## config.mk

```make
export PLATFORM = sky130hd
export DESIGN_NAME = smsa_top
export DESIGN_NICKNAME = d
export VERILOG_FILES = /design/src/include/smsa_pkg.sv /design/src/logic/smsa_sync.sv /design/src/logic/smsa_sram_seq.sv /design/src/logic/smsa_top.sv
export SDC_FILE = /design/constraint.sdc
export NUM_CORES = 1
export LEC_CHECK = 0
export BUFFER_PORTS_ARGS = -buffer_cell sky130_fd_sc_hd__buf_2
export CORE_ASPECT_RATIO = 1.2
export CORE_MARGIN = 4
export CORE_UTILIZATION = 40
export CTS_CLUSTER_DIAMETER = 50
export DETAILED_ROUTE_END_ITERATION = 8
export SYNTH_ARGS = -nofsm -noshare
export SYNTH_HDL_FRONTEND = slang
export SYNTH_HIERARCHICAL = 1
export SYNTH_SLANG_ARGS = --single-unit
```

## constraint.sdc

```tcl
create_clock -name clk_i -period 5.15 [get_ports clk_i]
set_input_delay 1.03 -clock clk_i [delete_from_list [all_inputs] [get_ports clk_i]]
set_output_delay 1.03 -clock clk_i [all_outputs]
set_load 0.02 [all_outputs]
```

## src/include/smsa_pkg.sv

```systemverilog
// Shared constants and carrier types for the shared-memory SRAM access path.
package smsa_pkg;

   // ==========================================================================
   // Widths of the private bus and of the ISA side.
   localparam int PRIV_ADDR_W = 16;
   localparam int PRIV_DATA_W = 8;
   localparam int ADDR_LO_W = 10;
   localparam int ADDR_HI_W = 6;
   localparam int WORD_ADDR_W = PRIV_ADDR_W - 1;

   // ==========================================================================
   // Timing: system clock and private-bus clock periods, and derived counts.
   localparam int CLK_PERIOD_NS = 100;
   localparam int SRAM_PERIOD_NS = 50;
   localparam int SRAM_RD_PERIODS = 2;
   localparam int SRAM_WR_PERIODS = 3;
   // A private-bus period is a least time, so it rounds up to whole cycles.
   localparam int SRAM_PERIOD_CYC = (SRAM_PERIOD_NS + CLK_PERIOD_NS - 1) / CLK_PERIOD_NS;
   localparam int SRAM_RD_CYC = SRAM_RD_PERIODS * SRAM_PERIOD_CYC;
   localparam int SRAM_WR_CYC = SRAM_WR_PERIODS * SRAM_PERIOD_CYC;

   // ==========================================================================
   // Reset values and holding-register lane codes.
   localparam logic [WORD_ADDR_W-1:0] PF_ADDR_RST = 15'h0000;
   localparam logic [15:0] HOLD_DATA_RST = 16'h0000;
   localparam logic [1:0] LANE_NONE = 2'h0;
   localparam logic [1:0] LANE_LO = 2'h1;
   localparam logic [1:0] LANE_HI = 2'h2;
   localparam logic [1:0] LANE_BOTH = 2'h3;

   // ISA pins seen by the block, all active low where the suffix says so.
   typedef struct packed {
      logic [15:0] sa;
      logic [15:0] sd;
      logic memr_n;
      logic memw_n;
      logic ref_n;
      logic shared_mem_select_n;
      logic sbhe_n;
   } smsa_isa_type;

   // Private-bus SRAM pins driven by the block.
   typedef struct packed {
      logic [PRIV_ADDR_W-1:0] addr;
      logic [PRIV_DATA_W-1:0] wdata;
      logic data_oe;
      logic sram_output_enable_n;
      logic sram_write_strobe_n;
   } smsa_sram_type;

   // Main sequencer states.
   typedef enum logic [2:0] {
      ST_IDLE = 3'b001,
      ST_WRITE = 3'b010,
      ST_FETCH = 3'b100
   } smsa_state_type;

endpackage

```

## src/logic/smsa_sync.sv

```systemverilog
// Two-flop synchroniser for a group of asynchronous pin inputs.
`timescale 1ns/1ns
module smsa_sync #(
   parameter int W = 1,
   parameter logic [W-1:0] RST_VAL = '0
) (
   input wire logic clk_i, // System clock.
   input wire logic rst_n_i, // Asynchronous reset, active low.
   input wire logic [W-1:0] d_i, // Asynchronous input.
   output logic [W-1:0] q_o // Synchronised output.
);

   logic [W-1:0] meta_q;
   logic [W-1:0] sync_q;

   // ==========================================================================
   // Check.
   initial begin
      if (W < 1) begin
         $error("smsa_sync: width must be at least one");
      end
   end

   // The first stage is read by the second stage only, to keep metastability contained.
   always_ff @(posedge clk_i or negedge rst_n_i) begin
      if (!rst_n_i) begin
         meta_q <= RST_VAL;
         sync_q <= RST_VAL;
      end else begin
         meta_q <= d_i;
         sync_q <= meta_q;
      end
   end

   assign q_o = sync_q;

endmodule

```

## src/logic/smsa_sram_seq.sv

```systemverilog
// Private-bus SRAM read and write strobe sequencer.
`timescale 1ns/1ns
module smsa_sram_seq
   import smsa_pkg::*;
#(
   parameter int RD_CYC = SRAM_RD_CYC,
   parameter int WR_CYC = SRAM_WR_CYC
) (
   input wire logic clk_i, // System clock.
   input wire logic rst_n_i, // Asynchronous reset, active low.
   input wire logic start_i, // Start one byte access.
   input wire logic write_i, // High for a write, low for a read.
   input wire logic [PRIV_ADDR_W-1:0] addr_i, // Byte address.
   input wire logic [PRIV_DATA_W-1:0] wdata_i, // Write byte.
   input wire logic [PRIV_DATA_W-1:0] rdata_i, // Private data bus input.
   output logic ready_o, // A start is accepted this cycle.
   output logic done_o, // Last cycle of the access.
   output logic [PRIV_DATA_W-1:0] rdata_o, // Byte read by the last read access.
   output smsa_pkg::smsa_sram_type sram_o // SRAM pins.
);

   logic active_q;
   logic wr_q;
   logic [1:0] cnt_q;
   logic [PRIV_ADDR_W-1:0] addr_q;
   logic [PRIV_DATA_W-1:0] wdata_q;
   logic we_n_q;
   logic take;

   // ==========================================================================
   // Checks.
   initial begin
      if (RD_CYC < 1 || RD_CYC > 3 || WR_CYC != 3) begin
         $error("smsa_sram_seq: access lengths not supported");
      end
   end

   assign done_o = active_q && (cnt_q == (wr_q ? 2'(WR_CYC - 1) : 2'(RD_CYC - 1)));
   assign ready_o = !active_q || done_o;
   assign take = start_i && ready_o;

   // Access timing; a new access may follow in the very next cycle.
   always_ff @(posedge clk_i or negedge rst_n_i) begin
      if (!rst_n_i) begin
         active_q <= 1'b0;
         wr_q <= 1'b0;
         cnt_q <= 2'h0;
         addr_q <= '0;
         wdata_q <= '0;
      end else if (take) begin
         active_q <= 1'b1;
         wr_q <= write_i;
         cnt_q <= 2'h0;
         addr_q <= addr_i;
         wdata_q <= wdata_i;
      end else if (done_o) begin
         active_q <= 1'b0;
      end else if (active_q) begin
         cnt_q <= cnt_q + 2'h1;
      end
   end

   // The data is sampled at the edge that ends the second period.
   always_ff @(posedge clk_i or negedge rst_n_i) begin
      if (!rst_n_i) begin
         rdata_o <= '0;
      end else if (done_o && !wr_q) begin
         rdata_o <= rdata_i;
      end
   end

   // The strobe runs on the falling edge so that address and data settle half a
   // period before it and stay half a period after it.
   always_ff @(negedge clk_i or negedge rst_n_i) begin
      if (!rst_n_i) begin
         we_n_q <= 1'b1;
      end else begin
         we_n_q <= !(active_q && wr_q && cnt_q != 2'h2);
      end
   end

   // Chip select is not driven here; the SRAM select is tied active on the board.
   always_comb begin
      sram_o.addr = addr_q;
      sram_o.wdata = wdata_q;
      sram_o.data_oe = active_q && wr_q;
      sram_o.sram_output_enable_n = !(active_q && !wr_q);
      sram_o.sram_write_strobe_n = we_n_q;
   end
endmodule

```

## src/logic/smsa_top.sv

```systemverilog
// Shared-memory SRAM access path between the ISA bus and the private bus.
`timescale 1ns/1ns
module smsa_top
   import smsa_pkg::*;
(
   input wire logic clk_i, // System clock.
   input wire logic rst_n_i, // Asynchronous reset, active low.
   input wire smsa_pkg::smsa_isa_type isa_i, // ISA pins, asynchronous.
   input wire logic priv_busy_i, // Another private bus master owns the bus.
   input wire logic priv_other_act_i, // Pulse: other private bus activity.
   input wire logic [smsa_pkg::PRIV_DATA_W-1:0] private_data_bus_i, // SRAM read data.
   output logic [15:0] sd_o, // System data output.
   output logic sd_lo_oe_o, // Drive system data bits 7:0.
   output logic sd_hi_oe_o, // Drive system data bits 15:8.
   output logic iochrdy_o, // Ready pin level when enabled, always low.
   output logic iochrdy_oe_o, // Pull ready low (wait state).
   output logic upper_addr_buffer_enable_o, // Buffer ISA address 15:10 onto private bus.
   output logic priv_hi_addr_oe_o, // Block drives private address 15:10 itself.
   output smsa_pkg::smsa_sram_type sram_o // SRAM pins.
);

   import smsa_pkg::*;

   // ==========================================================================
   // Input synchronisation.
   localparam int ISA_W = $bits(smsa_isa_type);
   localparam logic [ISA_W-1:0] ISA_IDLE = {16'h0000, 16'h0000, 5'h1F};

   smsa_isa_type isa_s;
   logic [ISA_W-1:0] isa_s_raw;

   smsa_sync #(
      .W(ISA_W),
      .RST_VAL(ISA_IDLE)
   ) u_sync (
      .clk_i(clk_i),
      .rst_n_i(rst_n_i),
      .d_i(isa_i),
      .q_o(isa_s_raw)
   );

   assign isa_s = smsa_isa_type'(isa_s_raw);

   // ==========================================================================
   // Decode of memory cycles.
   logic sel;
   logic rd_req;
   logic wr_req;
   logic [WORD_ADDR_W-1:0] isa_word;

   // The select is only honoured with refresh inactive; the I/O enable plays no part.
   assign sel = !isa_s.shared_mem_select_n && isa_s.ref_n;
   assign rd_req = sel && !isa_s.memr_n;
   assign wr_req = sel && !isa_s.memw_n;
   assign isa_word = isa_s.sa[15:1];

   // ==========================================================================
   // State declarations.
   smsa_state_type st_q;
   logic sbhe_seen_q;
   logic wr_taken_q;
   logic hold_full_q;
   logic [WORD_ADDR_W-1:0] hold_addr_q;
   logic [15:0] hold_data_q;
   logic [1:0] hold_lane_q;
   logic pf_valid_q;
   logic pf_want_q;
   logic [WORD_ADDR_W-1:0] pf_addr_q;
   logic [WORD_ADDR_W-1:0] pf_next_q;
   logic [15:0] pf_data_q;
   logic [WORD_ADDR_W-1:0] fetch_addr_q;
   logic fetch_idx_q;
   logic serving_q;
   logic upper_addr_buffer_enable_q;

   logic seq_start;
   logic seq_write;
   logic [PRIV_ADDR_W-1:0] seq_addr;
   logic [PRIV_DATA_W-1:0] seq_wdata;
   logic seq_ready;
   logic seq_done;
   logic wide;
   logic hit;
   logic miss_fetch;
   logic bg_fetch;
   logic wr_take;
   logic flush_last;
   logic serve_go;
   logic serve_end;
   logic [1:0] wr_lanes;
   logic wr_hi_first;

   // ==========================================================================
   // Bus width: 16-bit cycles from the first cycle that shows the byte-high enable.
   always_ff @(posedge clk_i or negedge rst_n_i) begin
      if (!rst_n_i) begin
         sbhe_seen_q <= 1'b0;
      end else if (!isa_s.sbhe_n) begin
         sbhe_seen_q <= 1'b1;
      end
   end

   assign wide = sbhe_seen_q || !isa_s.sbhe_n;

   // ==========================================================================
   // Holding register. A write is taken once per ISA cycle, and only when empty,
   // so the fill and the drain can never collide in one cycle.
   assign wr_take = wr_req && !wr_taken_q && !hold_full_q;
   assign flush_last = (st_q == ST_WRITE) && seq_done && (wr_lanes != LANE_BOTH);
   assign wr_lanes = hold_lane_q;

   always_comb begin
      wr_hi_first = 1'b0;
      if (hold_lane_q == LANE_HI) begin
         wr_hi_first = 1'b1;
      end
   end

   always_ff @(posedge clk_i or negedge rst_n_i) begin
      if (!rst_n_i) begin
         wr_taken_q <= 1'b0;
      end else if (!wr_req) begin
         wr_taken_q <= 1'b0;
      end else if (wr_take) begin
         wr_taken_q <= 1'b1;
      end
   end

   always_ff @(posedge clk_i or negedge rst_n_i) begin
      if (!rst_n_i) begin
         hold_full_q <= 1'b0;
         hold_addr_q <= PF_ADDR_RST;
         hold_data_q <= HOLD_DATA_RST;
         hold_lane_q <= LANE_NONE;
      end else if (wr_take) begin
         hold_full_q <= 1'b1;
         hold_addr_q <= isa_word;
         if (wide && !isa_s.sbhe_n) begin
            hold_data_q <= isa_s.sd;
            hold_lane_q <= isa_s.sa[0] ? LANE_HI : LANE_BOTH;
         end else begin
            // Narrow cycles carry either byte on the low lane.
            hold_data_q <= {isa_s.sd[7:0], isa_s.sd[7:0]};
            hold_lane_q <= isa_s.sa[0] ? LANE_HI : LANE_LO;
         end
      end else if ((st_q == ST_WRITE) && seq_done) begin
         if (hold_lane_q == LANE_BOTH) begin
            hold_lane_q <= LANE_HI;
         end else begin
            hold_lane_q <= LANE_NONE;
            hold_full_q <= 1'b0;
         end
      end
   end

   // ==========================================================================
   // Private bus sequencing. Write-back of the holding register goes first.
   assign hit = pf_valid_q && (pf_addr_q == isa_word);
   assign miss_fetch = rd_req && !serving_q && !hit;
   assign bg_fetch = !rd_req && !wr_req && pf_want_q && !pf_valid_q;

   always_comb begin
      seq_start = 1'b0;
      seq_write = 1'b0;
      seq_addr = {fetch_addr_q, fetch_idx_q};
      seq_wdata = hold_data_q[7:0];
      unique case (st_q)
         ST_IDLE: begin
            if (hold_full_q && !priv_busy_i) begin
               seq_start = 1'b1;
               seq_write = 1'b1;
               seq_addr = {hold_addr_q, wr_hi_first};
               seq_wdata = wr_hi_first ? hold_data_q[15:8] : hold_data_q[7:0];
            end else if ((miss_fetch || bg_fetch) && !priv_busy_i) begin
               seq_start = 1'b1;
               seq_addr = {miss_fetch ? isa_word : pf_next_q, 1'b0};
            end
         end
         ST_WRITE: begin
            if (seq_done && hold_lane_q == LANE_BOTH) begin
               seq_start = 1'b1;
               seq_write = 1'b1;
               seq_addr = {hold_addr_q, 1'b1};
               seq_wdata = hold_data_q[15:8];
            end
         end
         ST_FETCH: begin
            if (seq_done && !fetch_idx_q) begin
               seq_start = 1'b1;
               seq_addr = {fetch_addr_q, 1'b1};
            end
         end
      endcase
   end

   always_ff @(posedge clk_i or negedge rst_n_i) begin
      if (!rst_n_i) begin
         st_q <= ST_IDLE;
         fetch_addr_q <= PF_ADDR_RST;
         fetch_idx_q <= 1'b0;
      end else begin
         unique case (st_q)
            ST_IDLE: begin
               if (seq_start && seq_write && seq_ready) begin
                  st_q <= ST_WRITE;
               end else if (seq_start && seq_ready) begin
                  st_q <= ST_FETCH;
                  fetch_addr_q <= seq_addr[PRIV_ADDR_W-1:1];
                  fetch_idx_q <= 1'b0;
               end
            end
            ST_WRITE: begin
               if (flush_last) begin
                  st_q <= ST_IDLE;
               end
            end
            ST_FETCH: begin
               if (seq_done) begin
                  fetch_idx_q <= 1'b1;
                  if (fetch_idx_q) begin
                     st_q <= ST_IDLE;
                  end
               end
            end
         endcase
      end
   end

   // ==========================================================================
   // Prefetch buffer. Invalidation beats a fetch completing in the same cycle,
   // since stale data must never be served.
   always_ff @(posedge clk_i or negedge rst_n_i) begin
      if (!rst_n_i) begin
         pf_valid_q <= 1'b0;
         pf_want_q <= 1'b0;
         pf_addr_q <= PF_ADDR_RST;
         pf_next_q <= PF_ADDR_RST;
         pf_data_q <= HOLD_DATA_RST;
      end else begin
         // The bus is taken at the sequencer's sampling edge; its own copy lands only then.
         if (st_q == ST_FETCH && seq_done) begin
            if (fetch_idx_q) begin
               pf_data_q[15:8] <= private_data_bus_i;
               pf_addr_q <= fetch_addr_q;
               pf_valid_q <= 1'b1;
               pf_want_q <= 1'b0;
            end else begin
               pf_data_q[7:0] <= private_data_bus_i;
            end
         end
         if (serve_end) begin
            pf_next_q <= pf_addr_q + 15'h0001;
            pf_want_q <= 1'b1;
            pf_valid_q <= 1'b0;
         end
         if (priv_other_act_i || st_q == ST_WRITE) begin
            pf_valid_q <= 1'b0;
         end
      end
   end

   // ==========================================================================
   // Read service: data stands on the bus until the read strobe goes away.
   assign serve_go = rd_req && !serving_q && hit && !priv_busy_i && st_q == ST_IDLE;
   assign serve_end = serving_q && !rd_req;

   always_ff @(posedge clk_i or negedge rst_n_i) begin
      if (!rst_n_i) begin
         serving_q <= 1'b0;
         sd_o <= 16'h0000;
         sd_lo_oe_o <= 1'b0;
         sd_hi_oe_o <= 1'b0;
      end else if (serve_go) begin
         serving_q <= 1'b1;
         if (wide && !isa_s.sbhe_n) begin
            sd_o <= pf_data_q;
            sd_lo_oe_o <= !isa_s.sa[0];
            sd_hi_oe_o <= 1'b1;
         end else begin
            // Narrow cycle: the addressed byte is swapped down to the low lane.
            sd_o <= {8'h00, isa_s.sa[0] ? pf_data_q[15:8] : pf_data_q[7:0]};
            sd_lo_oe_o <= 1'b1;
            sd_hi_oe_o <= 1'b0;
         end
      end else if (serve_end) begin
         serving_q <= 1'b0;
         sd_lo_oe_o <= 1'b0;
         sd_hi_oe_o <= 1'b0;
      end
   end

   // Upper address buffer: on while a granted read is in progress, but off from the first
   // cycle of a write-back, so that the buffer never fights the block's own address.
   always_ff @(posedge clk_i or negedge rst_n_i) begin
      if (!rst_n_i) begin
         upper_addr_buffer_enable_q <= 1'b0;
      end else begin
         upper_addr_buffer_enable_q <= rd_req && !priv_busy_i && !seq_write && st_q != ST_WRITE;
      end
   end

   // Ready is open drain: only ever pulled low; the level output stays low.
   assign iochrdy_o = 1'b0;
   assign iochrdy_oe_o = (rd_req && !serving_q) || (wr_req && !wr_taken_q && hold_full_q);
   assign upper_addr_buffer_enable_o = upper_addr_buffer_enable_q;
   assign priv_hi_addr_oe_o = !upper_addr_buffer_enable_q && st_q != ST_IDLE;

   smsa_sram_seq u_seq (
      .clk_i(clk_i),
      .rst_n_i(rst_n_i),
      .start_i(seq_start),
      .write_i(seq_write),
      .addr_i(seq_addr),
      .wdata_i(seq_wdata),
      .rdata_i(private_data_bus_i),
      .ready_o(seq_ready),
      .done_o(seq_done),
      .rdata_o(),
      .sram_o(sram_o)
   );
endmodule

```

# Word-level counts from Yosys, hierarchy flattened
# Index checks and enable logic that the tools add are counted.
[totals]
reg_bits = 226
input_bits = 49
out_inout_bits = 49
wordCells = 191
[op_classes]
n_addsub = 2
n_eq_ne = 20
muxes = 61
n_bitwise = 2
reduce_logical = 78
[ops]
columns = ["cell", "n"]
rows = [
  ["$mux W16", 5],
  ["$pmux W16 S3", 1],
  ["$logic_and A1 B1 Y1", 35],
  ["$mux W8", 4],
  ["$mux W1", 31],
  ["$logic_not A1 Y1", 20],
  ["$mux W2", 9],
  ["$pmux W8 S2", 1],
  ["$add A15 B1 Y15 const B", 1],
  ["$eq A15 B15 Y1", 1],
  ["$mux W15", 1],
  ["$mux W3", 5],
  ["$ne A2 B2 Y1 const B", 7],
  ["$reduce_bool A2 Y1", 7],
  ["$reduce_and A2 Y1", 6],
  ["$pmux W3 S3", 1],
  ["$reduce_and A4 Y1", 2],
  ["$ne A2 B1 Y1 const B", 3],
  ["$ne A3 B2 Y1 const B", 2],
  ["$reduce_bool A3 Y1", 2],
  ["$logic_or A1 B1 Y1", 5],
  ["$eq A2 B2 Y1 const B", 2],
  ["$pmux W1 S2", 2],
  ["$eq A3 B1 Y1 const B", 1],
  ["other kinds (8)", 9],
]

# Logic depth before layout (Yosys ltp)
# Gate-level depths: netlist of the first run.
[depth]
ltp_word = 16
mapped_depth = 12
mapped_depth_nobuf = 9

# Cells and area by module
# Netlist of the first run, hierarchy kept.
[by_module_without_submodules]
columns = ["mod", "n_inst", "cells_each", "area_per_inst_um2", "seq_area_each_um2"]
rows = [
  ["smsa_top", 1, 633, 6393.6, 3054.2],
  ["smsa_sync", 1, 74, 1864.3, 1864.3],
  ["smsa_sram_seq", 1, 98, 1514.0, 927.1],
]

==> out/metrics.json, run 1 <==
{
  "clock_latency_ns": 0.57,
  "coreArea_um2": 23300,
  "worst_min_path_start": "u_sync/meta_q[26]",
  "clkSinkCount": 225,
  "area_growth_syn_to_layout_pct": 17.2,
  "final-hold-violation-count": 0,
  "die_y_um": 177,
  "crit_path_max_incr_delay_ns": 0.50,
  "initial_antenna_violation_count": 0,
  "drcViolationCount": 0,
  "worst_r2r_endpoint": "u_seq/addr_q[13]",
  "power_leakage_nw": 5.02,
  "globalRoute.totalOverflow": 0,
  "antenna_left": 0,
  "reg2reg_depth": 10,
  "vias_per_cell": 5.19,
  "clock-root-buffer": "sky130_fd_sc_hd__clkbuf_16",
  "floorplan.die_area_um2": 26200,
  "whs_ns": 0.345,
  "cts-htree-levels": 1,
  "number_of_drc_markers_in_iteration_0": 356,
  "wire_length_of_the_first_global_routing_pass_um": 34200,
  "final_routed_wire_length_divided_by_cell_count_um": 17.0,
  "syn_area_um2": 9470,
  "postLayoutCellArea_um2": 11100,
  "drt_pass1_iterations": 6,
  "relSlewSlack": 0.168,
  "unrepaired_setup_endpoints_after_global_routing": "no",
  "hold_path_class": "register to register",
  "vdd_drop_max_mv": 0.347,
  "critical_path.slowest_cell": "sky130_fd_sc_hd__dfstp_2",
  "boundaryPins": 98,
  "floorplan.initialDensity": 0.407,
  "fin_total_pwr_mw": 6.06,
  "drt-total-wl_um": 20700,
  "clk_pin_slew_ns": 0.05,
  "postSynthAreaPerCell_um2": 12.0,
  "finish.utilization": 0.477,
  "antenna-diode-count": 0,
  "worst-path-max-fanout": 1,
  "final_max_slew_viol_count": 0,
  "worst_clock_skew_ns": 0.0501,
  "cts_made_buffers": 26,
  "reg2reg_slack_ns": 1.02,
  "setup_viol_count_final": 0,
  "cap_viol_max_count": 0,
  "required_ns": 4.12,
  "hold_buffers": 0,
  "grt_max_degree": 148,
  "layout-drive-gt1-share": 0.296,
  "cts_setup_buffers": 0,
  "tightestPinTransition_ns": 1.24,
  "chipWidth_um": 148,
  "grt_usage": 0.161,
  "run_status": "complete, no violations",
  "synthCells": 788,
  "worst_hold_path.endpoint": "u_sync/q_o[26]",
  "pre_cts_slack_ns": 0.907,
  "placedInstanceArea_um2": 10200,
  "crit_arrival_ns": 3.79,
  "via_count_of_the_first_global_routing_pass": 6492,
  "core.rowCount": 61,
  "totalNegativeSetupSlack_ns": 0,
  "min_path_cells": 0,
  "power.density_nw_per_um2": 546,
  "io_buffers": 96,
  "timing.setup.critical_path_class": "register to output pin",
  "worstSetupStartpoint": "u_seq/we_n_q",
  "globalplace.congestion": 0.843,
  "synth.net_count": 839,
  "cp_cell_sequence": "buf_2",
  "critPathLaunchType": "register",
  "postCtsResizedCells": 0,
  "nNetsFinal": 934,
  "hpwlAfterDp_um": 13500,
  "r2r_start": "u_seq/cnt_q[1]",
  "path_delay_family": "flip-flops",
  "cts_tree": "done",
  "num_vias": 6324,
  "post-place-cells": 1170,
  "clock_tree.buffer_depth": 3,
  "final_cell_count_no_fill": 1218,
  "yosys_warnings": 6,
  "worst_slack_ns": 0.329,
  "path_buf_inv": 1,
  "worst_setup_path_end_kind": "output pin"
}
-- worst register-to-register path, stage by stage, from the launching register on --
cell                       delay, ns
sky130_fd_sc_hd__dfrtp_1        0.46
sky130_fd_sc_hd__or3b_4         0.43
sky130_fd_sc_hd__a21boi_0       0.51
sky130_fd_sc_hd__and4bb_2       0.38
sky130_fd_sc_hd__and2b_1        0.41
sky130_fd_sc_hd__nor2_1         0.08
sky130_fd_sc_hd__a22oi_1        0.54
sky130_fd_sc_hd__inv_1          0.23
sky130_fd_sc_hd__a31oi_4        0.18
sky130_fd_sc_hd__buf_4          0.38
sky130_fd_sc_hd__mux2_2         0.40
-- cells in the final DEF (no fill, tap or decap), drive strengths merged, types with 3 or more instances in the layout --
cell type	instances
nor3	22
xnor2	18
o311ai	10
o21a	3
mux2i	19
a21oi	47
nand2b	8
nor2b	3
a21o	4
dfrtp	213
nand2	101
o22ai	6
and3	4
o21ai	68
nand3	9
xor2	11
mux2	87
clkinv	6
or3b	15
nand4	9
o211a	14
nor2	20
buf	107
o31ai	3
nor4	6
clkbuf	37
inv	12
dfstp	12
-- metal layers --
metal  vias to the layer above  part of all wire  wire [µm]  global-route usage
met2                       171              0.49      10200               0.270
li1                       3001                 -          -                   -
met5                         -                 0          0                   0
met4                         0             0.023        486              0.0554
met3                        37             0.051       1050              0.0249
met1                      3115              0.43       8980               0.214
-- layout make-up --
cell class | count | area [µm²]
sequential | 225 | 5650
fill | 2151 | 12200
multi-input combinational | 514 | 3560
timing repair buffer | 107 | 586
clock buffer | 37 | 816
tap | 315 | 394
clock inverter | 12 | 70.1
inverter | 8 | 30.0
-- where the power goes --
group          switching, mW  total, mW  internal [mW]
registers              0.351       2.54           2.19
logic                  0.889       1.69          0.806
clock network          0.719       1.82           1.10
total                   1.96       6.06           4.10
-- sequential cells by signal, indices dropped and copies added (netlist names), 2 cells and up --
signal and cells:
fetch_addr_q 15, hold_addr_q 15, hold_data_q 16, hold_lane_q 2
pf_addr_q 15, pf_data_q 16, pf_next_q 15, sd_o 16
st_q 3, u_seq/addr_q 16, u_seq/cnt_q 2, u_seq/wdata_q 8
u_sync/meta_q 37, u_sync/q_o 37
-- how the worst max path moves through the flow --
stage	end	cells past startpoint
after floorplan	sram_o[0]	1
after global routing	sram_o[0]	1
after detailed placement	sram_o[0]	1
after CTS	sram_o[0]	1
after global placement	sram_o[0]	1
final	sram_o[0]	1
Note: power is estimated with default switching activity, not from simulation.
==> run 2, diff against run 1 <==
--- a/config.mk
+++ b/config.mk
@@ -7,7 +7,6 @@
 export LEC_CHECK = 0
 export BUFFER_PORTS_ARGS = -buffer_cell sky130_fd_sc_hd__buf_2
 export CORE_ASPECT_RATIO = 1.2
-export CORE_MARGIN = 4
 export CORE_UTILIZATION = 40
 export CTS_CLUSTER_DIAMETER = 50
 export DETAILED_ROUTE_END_ITERATION = 8
==> constraint.sdc (replaced) <==
create_clock -name clk_i -period 5.15 [get_ports clk_i]
set_input_delay 1.03 -clock clk_i [delete_from_list [all_inputs] [get_ports clk_i]]
set_output_delay 1.03 -clock clk_i [all_outputs]
set_load 0.1 [all_outputs]
==> out/metrics.json, run 2 (same netlist as run 1, synthesis figures left out) <==
{
  "run_status": {"value": "complete, no violations", "change": "unchanged"},
  "ff_latch_area": {"value": 5650, "unit": "µm²", "change": "unchanged"},
  "timing.setup.critical_path_class": {"value": "register to output pin", "change": "unchanged"},
  "grt_usage": {"value": 0.176, "change": "was 0.161"},
  "drt_pass1_iterations": {"value": 4, "change": "was 6"},
  "most_common_cell_after_layout_fill_and_taps_aside": {"value": "sky130_fd_sc_hd__dfrtp_1", "change": "unchanged"},
  "area_growth_syn_to_layout": {"value": 17.3, "unit": "%", "change": "was 17.2%"},
  "multiInputGateArea": {"value": 3560, "unit": "µm²", "change": "unchanged"},
  "clkSinkCount": {"value": 225, "change": "unchanged"},
  "antenna-diode-count": {"value": 0, "change": "unchanged"},
  "reg2reg_depth": {"value": 10, "change": "unchanged"},
  "antenna_left": {"value": 0, "change": "unchanged"},
  "cap_viol_max_count": {"value": 0, "change": "unchanged"},
  "floorplan.die_area": {"value": 24300, "unit": "µm²", "change": "was 26200 µm²"},
  "grt_max_degree": {"value": 173, "change": "was 148"},
  "floorplan.initialDensity": {"value": 0.408, "change": "was 0.407"},
  "clock_tree.buffer_depth": {"value": 3, "change": "unchanged"},
  "worst_hold_path.endpoint": {"value": "u_sync/q_o[25]", "change": "was u_sync/q_o[26]"},
  "reg2reg_slack": {"value": 1.04, "unit": "ns", "change": "was 1.02 ns"},
  "totalNegativeSetupSlack": {"value": 0, "unit": "ns", "change": "unchanged"},
  "final_routed_wire_length_divided_by_cell_count": {"value": 16.6, "unit": "µm", "change": "was 17.0 µm"},
  "wire_length_of_the_first_global_routing_pass": {"value": 33500, "unit": "µm", "change": "was 34200 µm"},
  "leading_cell_types_in_the_layout_fill_and_taps_excluded": {"value": "sky130_fd_sc_hd__dfrtp_1 (213), sky130_fd_sc_hd__nand2_1 (100), sky130_fd_sc_hd__buf_2 (95), sky130_fd_sc_hd__mux2_2 (87), sky130_fd_sc_hd__o21ai_0 (60)", "change": "unchanged"},
  "crit_path_max_incr_delay": {"value": 0.50, "unit": "ns", "change": "about the same"},
  "whs": {"value": 0.342, "unit": "ns", "change": "was 0.345 ns"},
  "worst_setup_path_end_kind": {"value": "output pin", "change": "unchanged"},
  "worst_slack": {"value": 0.0603, "unit": "ns", "change": "was 0.329 ns"},
  "final-hold-violation-count": {"value": 0, "change": "unchanged"},
  "hold_path_class": {"value": "register to register", "change": "unchanged"},
  "cts_tree": {"value": "done", "change": "unchanged"},
  "clock_latency": {"value": 0.58, "unit": "ns", "change": "was 0.57 ns"},
  "globalplace.congestion": {"value": 0.840, "change": "was 0.843"},
  "critical_path.slowest_cell": {"value": "sky130_fd_sc_hd__dfstp_2", "change": "unchanged"},
  "finish.utilization": {"value": 0.479, "change": "was 0.477"},
  "cp_cell_sequence": {"value": "buf_2", "change": "unchanged"},
  "highest_layer": {"value": "met4", "change": "unchanged"},
  "setup_viol_count_final": {"value": 0, "change": "unchanged"},
  "hpwlAfterDp": {"value": 12900, "unit": "µm", "change": "was 13500 µm"},
  "placedInstanceArea": {"value": 10200, "unit": "µm²", "change": "unchanged"},
  "cts-htree-levels": {"value": 1, "change": "unchanged"},
  "critPathLaunchType": {"value": "register", "change": "unchanged"},
  "path_buf_inv": {"value": 1, "change": "unchanged"},
  "drt-total-wl": {"value": 20200, "unit": "µm", "change": "was 20700 µm"},
  "via_count_of_the_first_global_routing_pass": {"value": 6423, "change": "was 6492"},
  "detailroute.wirelength.met3": {"value": 910, "unit": "µm", "change": "was 1050 µm"},
  "final_max_slew_viol_count": {"value": 0, "change": "unchanged"},
  "cts_made_buffers": {"value": 26, "change": "unchanged"},
  "postLayoutCellArea": {"value": 11100, "unit": "µm²", "change": "about the same"},
  "relSlewSlack": {"value": 0.377, "change": "was 0.168"},
  "power.density": {"value": 592, "unit": "nW/µm²", "change": "was 546 nW/µm²"},
  "boundaryPins": {"value": 98, "change": "unchanged"},
  "number_of_drc_markers_in_iteration_0": {"value": 328, "change": "was 356"},
  "vias_per_cell": {"value": 5.16, "change": "was 5.19"},
  "tightestPinTransition": {"value": 0.934, "unit": "ns", "change": "was 1.24 ns"},
  "worst-path-max-fanout": {"value": 1, "change": "unchanged"},
  "drt-met1-wl": {"value": 8910, "unit": "µm", "change": "was 8980 µm"},
  "globalRoute.totalOverflow": {"value": 0, "change": "unchanged"},
  "worst_clock_skew": {"value": 0.0443, "unit": "ns", "change": "was 0.0501 ns"},
  "power_leakage": {"value": 5.01, "unit": "nW", "change": "was 5.02 nW"},
  "coreArea": {"value": 23200, "unit": "µm²", "change": "was 23300 µm²"},
  "pre_cts_slack": {"value": 0.643, "unit": "ns", "change": "was 0.907 ns"},
  "clock-root-buffer": {"value": "sky130_fd_sc_hd__clkbuf_16", "change": "unchanged"},
  "met2_wirelength": {"value": 10000, "unit": "µm", "change": "was 10200 µm"},
  "postCtsResizedCells": {"value": 0, "change": "unchanged"},
  "core.rowCount": {"value": 61, "change": "unchanged"},
  "path_delay_family": {"value": "flip-flops", "change": "unchanged"},
  "num_vias": {"value": 6279, "change": "was 6324"},
  "chipWidth": {"value": 142, "unit": "µm", "change": "was 148 µm"},
  "r2r_start": {"value": "u_seq/wr_q", "change": "was u_seq/cnt_q[1]"},
  "worst_min_path_start": {"value": "u_sync/meta_q[25]", "change": "was u_sync/meta_q[26]"},
  "initial_antenna_violation_count": {"value": 0, "change": "unchanged"},
  "required": {"value": 4.12, "unit": "ns", "change": "about the same"},
  "unrepaired_setup_endpoints_after_global_routing": {"value": "no", "change": "unchanged"},
  "layout-drive-gt1-share": {"value": 0.289, "change": "was 0.296"},
  "vdd_drop_max": {"value": 0.276, "unit": "mV", "change": "was 0.347 mV"},
  "hold_buffers": {"value": 0, "change": "unchanged"},
  "io_buffers": {"value": 96, "change": "unchanged"},
  "worst_r2r_endpoint": {"value": "u_seq/addr_q[13]", "change": "unchanged"},
  "cts_setup_buffers": {"value": 0, "change": "unchanged"},
  "drcViolationCount": {"value": 0, "change": "unchanged"},
  "nNetsFinal": {"value": 934, "change": "unchanged"},
  "clk_pin_slew": {"value": 0.05, "unit": "ns", "change": "about the same"},
  "fillerInstances": {"value": 2198, "change": "was 2151"},
  "die_y": {"value": 171, "unit": "µm", "change": "was 177 µm"},
  "min_path_cells": {"value": 0, "change": "unchanged"},
  "crit_arrival": {"value": 4.06, "unit": "ns", "change": "was 3.79 ns"}
}
## run 2: changes by cell type in the layout (fill, tap and decap cells not counted), sizes merged
cell,change
bufinv,+4
clkbuf,+1
clkinvlp,-1
inv,-3
clkinv,-1
## run 2: metrics by stage
| stage | cells | total power [mW] |
|---|---|---|
| floorplan | 788 | 4.24 |
| global placement | 1170 | 4.69 |
| detailed placement | 1170 | 4.73 |
| CTS | 1218 | 6.66 |
| global route | 1218 | 6.95 |
| finish | 1218 | 6.58 |
## run 2: worst max path at each step
stage	startpoint	end	slack, ns	cells after the start
after floorplan	u_seq/we_n_q	sram_o[0]	0.78	1
after global placement	u_seq/we_n_q	sram_o[0]	0.64	1
after detailed placement	u_seq/we_n_q	sram_o[0]	0.64	1
after CTS	u_seq/we_n_q	sram_o[0]	0.04	1
after global routing	u_seq/we_n_q	sram_o[0]	0.007	1
final	u_seq/we_n_q	sram_o[0]	0.06	1
## run 2: final cells by class
class                           count  area share
Inverter                            8     0.00270
Multi-Input combinational cell    514       0.321
Sequential cell                   225       0.508
Clock buffer                       38      0.0644
Clock inverter                     11      0.0158
Tap cell                          315      0.0355
Timing Repair Buffer              107      0.0527
## run 2: per-layer routing
| layer | up-vias | GRT usage |
|---|---|---|
| li1 | 2994 | - |
| met1 | 3118 | 0.226 |
| met2 | 135 | 0.304 |
| met3 | 32 | 0.0274 |
| met4 | 0 | 0.0533 |
| met5 | - | 0 |
## run 2: report_power, final
| group | switching (mW) | internal, mW |
|---|---|---|
| clock network | 0.719 | 1.17 |
| logic | 1.34 | 0.806 |
| registers | 0.353 | 2.19 |
| total | 2.41 | 4.16 |
